==> config.mk <==
export PLATFORM = sky130hd
export DESIGN_NAME = osc_clock_select
export DESIGN_NICKNAME = d
export VERILOG_FILES = /design/src/pkg/osc_ctrl_pkg.sv /design/src/rtl/osc_clock_select.sv
export SDC_FILE = /design/constraint.sdc
export NUM_CORES = 1
export LEC_CHECK = 0
export ABC_AREA = 1
export BUFFER_PORTS_ARGS = -buffer_cell sky130_fd_sc_hd__buf_2
export CAP_MARGIN = 20
export CORE_AREA = 2 2 113 115
export CTS_CLUSTER_SIZE = 8
export DETAILED_ROUTE_END_ITERATION = 8
export DIE_AREA = 0 0 115 117
export PLACE_DENSITY = 0.77
export SYNTH_ARGS = -nofsm -noshare
export SYNTH_HDL_FRONTEND = slang
export SYNTH_SLANG_ARGS = --single-unit
==> constraint.sdc <==
create_clock -name clock_i -period 2 [get_ports clock_i]
set_input_delay 0.2 -clock clock_i [delete_from_list [all_inputs] [get_ports clock_i]]
set_output_delay 0.2 -clock clock_i [all_outputs]
set_load 0.005 [all_outputs]
==> src/pkg/osc_ctrl_pkg.sv <==
// constants and types for the oscillator clock select control block
package osc_ctrl_pkg;

    // register byte addresses and alias offsets
    localparam logic [15:0] OSC_CONTROL_ADDR = 16'hf000;
    localparam logic [15:0] OSC_TUNING_ADDR = 16'hf010;
    localparam logic [15:0] ALIAS_BASE_MASK = 16'hfff0;
    localparam logic [1:0] ALIAS_WRITE = 2'h0;
    localparam logic [1:0] ALIAS_CLEAR = 2'h1;
    localparam logic [1:0] ALIAS_SET = 2'h2;
    localparam logic [1:0] ALIAS_INVERT = 2'h3;

    // unlock keys, written in order to the unlock port
    localparam logic [31:0] UNLOCK_KEY_FIRST = 32'haa99_6655;
    localparam logic [31:0] UNLOCK_KEY_SECOND = 32'h5566_99aa;
    localparam logic [15:0] UNLOCK_ADDR = 16'hf0f0;

    // control register field positions
    localparam int POS_PLL_ODIV = 27;
    localparam int POS_FRC_DIV = 24;
    localparam int POS_SOSC_RDY = 22;
    localparam int POS_PB_RDY = 21;
    localparam int POS_PB_DIV = 19;
    localparam int POS_PLL_MULT = 16;
    localparam int POS_CUR_SRC = 12;
    localparam int POS_NEW_SRC = 8;
    localparam int POS_LOCK = 7;
    localparam int POS_USB_LOCK = 6;
    localparam int POS_SYS_LOCK = 5;
    localparam int POS_SLEEP_EN = 4;
    localparam int POS_CLK_FAIL = 3;
    localparam int POS_USB_FRC = 2;
    localparam int POS_SOSC_EN = 1;
    localparam int POS_SWITCH = 0;
    localparam int TUNING_WIDTH = 6;

    // fixed reset values of the fast rc divider and the peripheral clock divisor
    localparam logic [2:0] FRC_DIV_RESET = 3'h1;
    localparam logic [1:0] PB_DIV_DEFAULT = 2'h3;

    // switch settle time in the oscillator domain, in ns
    localparam int SWITCH_SETTLE_NS = 64;
    localparam int CLOCK_PERIOD_NS = 8;
    localparam int SWITCH_SETTLE_CYCLES =
        (SWITCH_SETTLE_NS + CLOCK_PERIOD_NS - 1) / CLOCK_PERIOD_NS;

    typedef enum logic [2:0] {
        SRC_FRC = 3'h0,
        SRC_FRC_PLL = 3'h1,
        SRC_PRIMARY = 3'h2,
        SRC_PRIMARY_PLL = 3'h3,
        SRC_SECONDARY = 3'h4,
        SRC_LOW_POWER_RC_OSC = 3'h5,
        SRC_FRC_DIV16 = 3'h6,
        SRC_FRC_DIVN = 3'h7
    } source_type;

    // configuration word fields sampled at power-on
    typedef struct packed {
        logic [2:0] startup_source_config;
        logic [1:0] switch_monitor_config;
        logic [2:0] pll_output_divider;
        logic [2:0] pll_multiplier;
        logic [1:0] periph_clock_divisor;
        logic secondary_osc_enable;
    } device_config_words_type;

    // oscillator status coming from the analog side
    typedef struct packed {
        logic secondary_osc_ready;
        logic usb_pll_locked;
        logic sys_pll_locked;
        logic clock_failed;
    } osc_status_type;

    // settings driven out to the clock generators
    typedef struct packed {
        logic [2:0] current_source_sel;
        logic [2:0] pll_output_divider;
        logic [2:0] pll_multiplier;
        logic [2:0] fast_rc_divider;
        logic [1:0] periph_clock_divisor;
        logic usb_fast_rc_select;
        logic secondary_osc_enable;
        logic [5:0] tuning_field;
    } osc_settings_type;

endpackage

==> src/rtl/osc_clock_select.sv <==
// oscillator control and clock source switch logic
`timescale 1ns/1ps
// Summary of operation
// - pll output divider: 1,2,4,8,16,32,64,256
// - fast rc divider same codes, reset 001
// - secondary ready flag reads stable oscillator
// - divisor ready shows divisor is writable
// - peripheral clock divisor 1,2,4,8, default 11
// - pll multiplier 15 to 21, then 24
// - current source reports active clock code
// - new source loads startup config at power-on
// - lock freezes selections when config 1x
// - usb pll lock flag reads lock status
// - system pll lock flag reads lock status
// - sleep enable picks sleep or idle
// - clock fail flag set on detected failure
// - usb clock from fast rc when set
// - secondary oscillator enable bit
// - switch request cleared when switch completes
// - control writes need unlock sequence first
// - clear, set, invert aliases at +4,+8,+c
// - configured fields load at power-on
module osc_clock_select #(
    parameter int SETTLE_CYCLES = osc_ctrl_pkg::SWITCH_SETTLE_CYCLES
) (
    // clock, reset, enable
    input wire logic clock_i,
    input wire logic rst_n_i,
    input wire logic clk_en_i,
    // power-on marker and configuration words
    input wire logic power_on_reset_i,
    input wire osc_ctrl_pkg::device_config_words_type config_i,
    // register port
    input wire logic [15:0] addr_i,
    input wire logic [31:0] wdata_i,
    input wire logic write_i,
    input wire logic read_i,
    output logic [31:0] rdata_o,
    // oscillator status pins from the analog side
    input wire osc_ctrl_pkg::osc_status_type status_i,
    input wire logic wait_exec_i,
    // outputs to the clock generators and power control
    output osc_ctrl_pkg::osc_settings_type settings_o,
    output logic [8:0] pll_odiv_ratio_o,
    output logic [8:0] frc_div_ratio_o,
    output logic [3:0] pb_div_ratio_o,
    output logic [4:0] pll_mult_ratio_o,
    output logic enter_sleep_o,
    output logic enter_idle_o
);
    typedef enum {
        SW_IDLE,
        SW_SETTLE
    } switch_state_type;

    switch_state_type sw_state;
    osc_ctrl_pkg::osc_status_type status_meta, status_sync;
    logic [2:0] pll_output_divider, fast_rc_divider, pll_multiplier;
    logic [2:0] current_source_sel, new_source_sel;
    logic [1:0] periph_clock_divisor, switch_monitor_config;
    logic clock_select_lock, sleep_on_wait_enable, clock_fail_flag;
    logic usb_fast_rc_select, secondary_osc_enable, switch_request;
    logic [5:0] tuning_field;
    logic [1:0] unlock_step;
    logic unlocked;
    logic [15:0] settle_count;
    logic [31:0] control_word, tuning_word, cur_word, next_word;
    logic hit_control, hit_tuning, ctrl_write, tune_write, selection_frozen;
    logic periph_divisor_ready, switch_done;

    // status pins come from other clocks: two flops before use
    always_ff @(posedge clock_i) begin
        if (!rst_n_i) begin
            status_meta <= '0;
            status_sync <= '0;
        end else if (clk_en_i) begin
            status_meta <= status_i;
            status_sync <= status_meta;
        end
    end

    assign hit_control = (addr_i & osc_ctrl_pkg::ALIAS_BASE_MASK) ==
                         osc_ctrl_pkg::OSC_CONTROL_ADDR;
    assign hit_tuning = (addr_i & osc_ctrl_pkg::ALIAS_BASE_MASK) ==
                        osc_ctrl_pkg::OSC_TUNING_ADDR;

    // config 1x with lock set freezes clock and pll selections
    assign selection_frozen = switch_monitor_config[1] &&
                              clock_select_lock;
    // divisor writable only while no switch is in flight
    assign periph_divisor_ready = !switch_request;

    assign control_word = {
        2'h0,
        pll_output_divider,
        fast_rc_divider,
        1'b0,
        status_sync.secondary_osc_ready,
        periph_divisor_ready,
        periph_clock_divisor,
        pll_multiplier,
        1'b0,
        current_source_sel,
        1'b0,
        new_source_sel,
        clock_select_lock,
        status_sync.usb_pll_locked,
        status_sync.sys_pll_locked,
        sleep_on_wait_enable,
        clock_fail_flag,
        usb_fast_rc_select,
        secondary_osc_enable,
        switch_request
    };
    assign tuning_word = {26'h0, tuning_field};

    // alias decode: plain write, clear, set, invert
    always_comb begin
        cur_word = hit_control ? control_word : tuning_word;
        unique case (addr_i[3:2])
            osc_ctrl_pkg::ALIAS_WRITE: next_word = wdata_i;
            osc_ctrl_pkg::ALIAS_CLEAR: next_word = cur_word & ~wdata_i;
            osc_ctrl_pkg::ALIAS_SET: next_word = cur_word | wdata_i;
            osc_ctrl_pkg::ALIAS_INVERT: next_word = cur_word ^ wdata_i;
        endcase
    end

    // control writes need the unlock; one unlock covers one write
    assign ctrl_write = clk_en_i && write_i && hit_control && unlocked;
    assign tune_write = clk_en_i && write_i && hit_tuning;

    // unlock sequence: two keys in order to the unlock address
    always_ff @(posedge clock_i) begin
        if (!rst_n_i) begin
            unlock_step <= 2'h0;
            unlocked <= 1'b0;
        end else if (clk_en_i && write_i) begin
            if (addr_i == osc_ctrl_pkg::UNLOCK_ADDR) begin
                if (wdata_i == osc_ctrl_pkg::UNLOCK_KEY_FIRST) begin
                    unlock_step <= 2'h1;
                    unlocked <= 1'b0;
                end else if (unlock_step == 2'h1 &&
                             wdata_i == osc_ctrl_pkg::UNLOCK_KEY_SECOND) begin
                    unlock_step <= 2'h0;
                    unlocked <= 1'b1;
                end else begin
                    unlock_step <= 2'h0;
                    unlocked <= 1'b0;
                end
            end else if (hit_control) begin
                unlocked <= 1'b0;
                unlock_step <= 2'h0;
            end
        end
    end

    // configured fields load from configuration on power-on only
    always_ff @(posedge clock_i) begin
        if (!rst_n_i) begin
            fast_rc_divider <= osc_ctrl_pkg::FRC_DIV_RESET;
            clock_select_lock <= 1'b0;
            sleep_on_wait_enable <= 1'b0;
            usb_fast_rc_select <= 1'b0;
            pll_output_divider <= '0;
            pll_multiplier <= '0;
            periph_clock_divisor <= osc_ctrl_pkg::PB_DIV_DEFAULT;
            new_source_sel <= '0;
            secondary_osc_enable <= 1'b0;
            switch_monitor_config <= '0;
        end else if (clk_en_i && power_on_reset_i) begin
            pll_output_divider <= config_i.pll_output_divider;
            pll_multiplier <= config_i.pll_multiplier;
            periph_clock_divisor <= config_i.periph_clock_divisor;
            new_source_sel <= config_i.startup_source_config;
            secondary_osc_enable <= config_i.secondary_osc_enable;
            switch_monitor_config <= config_i.switch_monitor_config;
        end else if (ctrl_write) begin
            fast_rc_divider <= next_word[osc_ctrl_pkg::POS_FRC_DIV +: 3];
            clock_select_lock <= next_word[osc_ctrl_pkg::POS_LOCK];
            sleep_on_wait_enable <= next_word[osc_ctrl_pkg::POS_SLEEP_EN];
            usb_fast_rc_select <= next_word[osc_ctrl_pkg::POS_USB_FRC];
            secondary_osc_enable <= next_word[osc_ctrl_pkg::POS_SOSC_EN];
            if (periph_divisor_ready) begin
                periph_clock_divisor <=
                    next_word[osc_ctrl_pkg::POS_PB_DIV +: 2];
            end
            if (!selection_frozen) begin
                pll_output_divider <=
                    next_word[osc_ctrl_pkg::POS_PLL_ODIV +: 3];
                pll_multiplier <= next_word[osc_ctrl_pkg::POS_PLL_MULT +: 3];
                new_source_sel <= next_word[osc_ctrl_pkg::POS_NEW_SRC +: 3];
            end
        end
    end

    always_ff @(posedge clock_i) begin
        if (!rst_n_i) begin
            tuning_field <= '0;
        end else if (tune_write) begin
            tuning_field <= next_word[osc_ctrl_pkg::TUNING_WIDTH-1:0];
        end
    end

    // failure sets the flag; a set beats a software clear
    always_ff @(posedge clock_i) begin
        if (!rst_n_i) begin
            clock_fail_flag <= 1'b0;
        end else if (clk_en_i) begin
            if (status_sync.clock_failed) begin
                clock_fail_flag <= 1'b1;
            end else if (ctrl_write) begin
                clock_fail_flag <= next_word[osc_ctrl_pkg::POS_CLK_FAIL];
            end
        end
    end

    // switch request and sequencer; done clears request, moves source
    assign switch_done = (sw_state == SW_SETTLE) &&
                         (settle_count == 16'(SETTLE_CYCLES - 1));

    always_ff @(posedge clock_i) begin
        if (!rst_n_i) begin
            switch_request <= 1'b0;
        end else if (clk_en_i) begin
            if (switch_done) begin
                switch_request <= 1'b0;
            end else if (ctrl_write && !selection_frozen &&
                         next_word[osc_ctrl_pkg::POS_SWITCH]) begin
                switch_request <= 1'b1;
            end
        end
    end

    always_ff @(posedge clock_i) begin
        if (!rst_n_i) begin
            sw_state <= SW_IDLE;
            settle_count <= '0;
        end else if (clk_en_i) begin
            unique case (sw_state)
                SW_IDLE: begin
                    settle_count <= '0;
                    if (switch_request) begin
                        sw_state <= SW_SETTLE;
                    end
                end
                SW_SETTLE: begin
                    settle_count <= settle_count + 16'h1;
                    if (switch_done) begin
                        sw_state <= SW_IDLE;
                    end
                end
            endcase
        end
    end

    // current source follows the startup choice at power-on
    always_ff @(posedge clock_i) begin
        if (!rst_n_i) begin
            current_source_sel <= '0;
        end else if (clk_en_i) begin
            if (power_on_reset_i) begin
                current_source_sel <= config_i.startup_source_config;
            end else if (switch_done) begin
                current_source_sel <= new_source_sel;
            end
        end
    end

    // divide and multiply ratios decoded for the clock generators
    always_comb begin
        pll_odiv_ratio_o = (pll_output_divider == 3'h7) ? 9'h100 :
                           9'(9'h1 << pll_output_divider);
        frc_div_ratio_o = (fast_rc_divider == 3'h7) ? 9'h100 :
                          9'(9'h1 << fast_rc_divider);
        pb_div_ratio_o = 4'(4'h1 << periph_clock_divisor);
        pll_mult_ratio_o = (pll_multiplier == 3'h7) ? 5'h18 :
                           5'(5'hf + {2'h0, pll_multiplier});
    end

    assign settings_o = '{
        current_source_sel: current_source_sel,
        pll_output_divider: pll_output_divider,
        pll_multiplier: pll_multiplier,
        fast_rc_divider: fast_rc_divider,
        periph_clock_divisor: periph_clock_divisor,
        usb_fast_rc_select: usb_fast_rc_select,
        secondary_osc_enable: secondary_osc_enable,
        tuning_field: tuning_field
    };

    // wait instruction: sleep when enabled, else idle
    assign enter_sleep_o = wait_exec_i && sleep_on_wait_enable;
    assign enter_idle_o = wait_exec_i && !sleep_on_wait_enable;

    // read data one cycle after the strobe; unmapped reads give zero
    always_ff @(posedge clock_i) begin
        if (!rst_n_i) begin
            rdata_o <= '0;
        end else if (clk_en_i) begin
            if (read_i && hit_control) begin
                rdata_o <= control_word;
            end else if (read_i && hit_tuning) begin
                rdata_o <= tuning_word;
            end else begin
                rdata_o <= '0;
            end
        end
    end
endmodule // osc_clock_select

==> metrics <==
Final Hold Viols 0; GRT Total Usage 0.2469; Rows 41; hold depth 3; Root Driver clkbuf_16; flop2flop setup slack 0.23 ns; Min Hold Slack 0.08175 ns; routed length per instance 13.17 um; length of routed met2 wiring 7883 um; Detailed Routing Iterations Pass 1 5; Post-DP HPWL 12510 um; # resized after CTS 0; ratio of cells with drive above 1 in the final layout 0.2273; die height 117 um; ys flop type dfxtp_1; Metal-1 WL 7086 um; Yosys reg bits 84; FF-to-FF path depth 5; Final nets 1203; Seq/Total Area, Yosys 0.2846; Post-synth ARST share 0; Post-CTS Setup Bufs 0; final worst slack 0.2149 ns; Filler cells 1234; Lkg Pwr 3.672 nW; Area Growth Syn to Fin 22.38%; die area 0.01346 mm2; class of the worst hold path in2reg; Worst Tran Pin Value 0.8429 ns; drt via density 5.069; initial cell density of the core 0.4799; uppermost routed layer met5; DIE WIDTH 115 um; CORE AREA 0.01231 mm2; hold_sp status_i[3]; final setup fails 0; outcome completed; Tmin final 1.785 ns; IO buf count 147; Slew Limit Fails 0; TritonCTS Buffers 9; yosys warns 0; Max clock buf depth 2; RR Startpoint sw_state[0]$_SDFFE_PN0P_; WS Path Type reg2out; Max VDD drop 0.6422 mV; period utilization 0.8925; critical path data arrival time 1.59 ns; Pwr Density 605.5 mW/mm2; clk_skew 0.008838 ns; H-tree depth 3; number of enable flip-flop cells after synthesis 0; Worst setup SP type flip-flop; Setup TNS Final 0 ns; CP max FO 4; Clk pin slew, worst setup/hold paths 0.06 ns; Yosys cell types 36; Routed WL 16350 um; placer congestion estimate 0.8617; Avg Inst Size Synth 6.346 um2; Post-Syn Instances 931; via count 6291; Met3 Wirelength 962 um; initial antenna violation count 1; Antenna Nets Post-Route 0; pin count of the biggest net entering global routing 60; required time of the critical path 1.80 ns; first-pass GRT wire length 26550 um; worst relative slew slack 0.4381; vias in the first global route 5766; DP Worst Slack -0.1194 ns; Sink Count 84; clk_lat worst skew 0.35 ns; drt drc 0; RSZ-0062 raised after global routing false; GRT overflow 0; initial drt markers 394; Mapped Area 0.005908 mm2; number of diodes 0; I/O pin total 156; Hold Crit Endpoint status_meta[3]$_SDFFE_PN0P_; crit end category primary output; Hold Buf Count CTS 0; worst r2r dst settle_count[13]$_SDFFE_PN0P_; fmax 560.2 MHz; CTS tree done; Max-Cap Viols 0
==> registers in the layout, summed over array words and instances (netlist names), 2 cells and up <==
signal and cells:
rdata_o 27, settle_count 16, tuning_field 6, status_meta 4, control_word 3, current_source_sel 3, fast_rc_divider 3, new_source_sel 3
pll_multiplier 3, pll_output_divider 3, periph_clock_divisor 2
==> power by group <==
part / total [mW] / internal [mW] / leakage [nW] / switching [mW]
Sequential: 1.77 / 1.73 / 0.687 / 0.0387
Clock: 1.96 / 1.25 / 0.173 / 0.710
Combinational: 0.642 / 0.260 / 2.81 / 0.382
==> kinds of logic (layout without fill, tap and decap cells) <==
group           after synthesis  in the layout  share of synthesized area
buf+inv                     191            345                     0.1440
compound gates              145            145                     0.1271
simple gates                466            466                     0.3505
fa+ha+maj                    44             44                    0.09318
other cells                   1              7                  0.0006347
flops                        84             84                     0.2846
==> cells in the mapped netlist (4+ instances only) <==
cell type,n,area [um2]
nor3_1,21,105.1
nand2_1,190,713.2
clkbuf_1,11,41.29
buf_4,24,180.2
nand3_1,48,240.2
a21oi_1,70,350.3
inv_2,4,15.01
ha_1,44,550.5
o21ai_0,60,300.3
or2_2,13,81.33
nor2_2,6,37.54
nor2_1,146,548.0
o211ai_1,4,30.03
buf_1,5,18.77
nand4_1,26,162.7
o21ai_1,5,25.02
buf_2,14,70.07
inv_1,130,488.0
dfxtp_1,84,1682
==> area by class of cell <==
class / instances / area (um2) / area share
Clock buffer: 10 / 239.0 / 0.03305
Timing Repair Buffer: 195 / 1109 / 0.1533
Clock inverter: 6 / 108.9 / 0.01505
Multi-Input combinational cell: 662 / 3401 / 0.4703
Sequential cell: 84 / 1683 / 0.2327
Tap cell: 150 / 187.7 / 0.02596
Inverter: 134 / 503.0 / 0.06956
==> cells in the final DEF, fill, tap and decap left out, drive strengths merged, types with 2 or more instances in the layout <==
cell    instances
buf           195
nand2         194
nor2          157
inv           135
dfxtp          84
a21oi          70
o21ai          65
nand3          49
ha             44
nand4          28
nor3           21
or2            13
clkbuf         10
conb            7
o211ai          4
nand3b          3
bufinv          3
o21a            2
clkinv          2
a21boi          2
==> worst max-delay path by stage <==
| stage | startpoint | to | slack, ns | depth (start not counted) |
|---|---|---|---|---|
| 2_1_floorplan | addr_i[14] | tuning_field[1]$_SDFFE_PN0P_ | 0.11 | 14 |
| 3_3_place_gp | addr_i[11] | new_source_sel[0]$_SDFFE_PN0P_ | -0.13 | 15 |
| 3_5_place_dp | addr_i[11] | new_source_sel[0]$_SDFFE_PN0P_ | -0.12 | 15 |
| 4_1_cts | pll_multiplier[2]$_SDFFE_PN0P_ | pll_mult_ratio_o[2] | 0.20 | 5 |
| 5_1_grt | addr_i[9] | new_source_sel[0]$_SDFFE_PN0P_ | 0.04 | 15 |
| 6_report | pll_multiplier[2]$_SDFFE_PN0P_ | pll_mult_ratio_o[2] | 0.21 | 5 |
==> metrics by stage <==
step           area, um2  cells  utilization  power [mW]
5_1_grt             7231   1241       0.5873       4.576
4_1_cts             7227   1241       0.5870       4.407
3_5_place_dp        6879   1225       0.5587       2.446
6_report            7231   1241       0.5873       4.378
2_1_floorplan       5931    937            -       2.194
3_3_place_gp        6879   1225       0.5587       2.435
==> per-layer routing <==
layer / track usage / vias to the layer above
met3: 0.05922 / 37
met5: 0 / -
met4: 0.08032 / 2
met1: 0.2955 / 2827
li1: - / 3242
met2: 0.4373 / 183
==> critical path, cell delays in order (launching register included) <==
cell and delay [ns]:
dfxtp_1 0.38, inv_1 0.12, ha_1 0.30, or2_2 0.29, inv_1 0.05, buf_2 0.10
No activity file was read; power rests on OpenSTA's default activity.
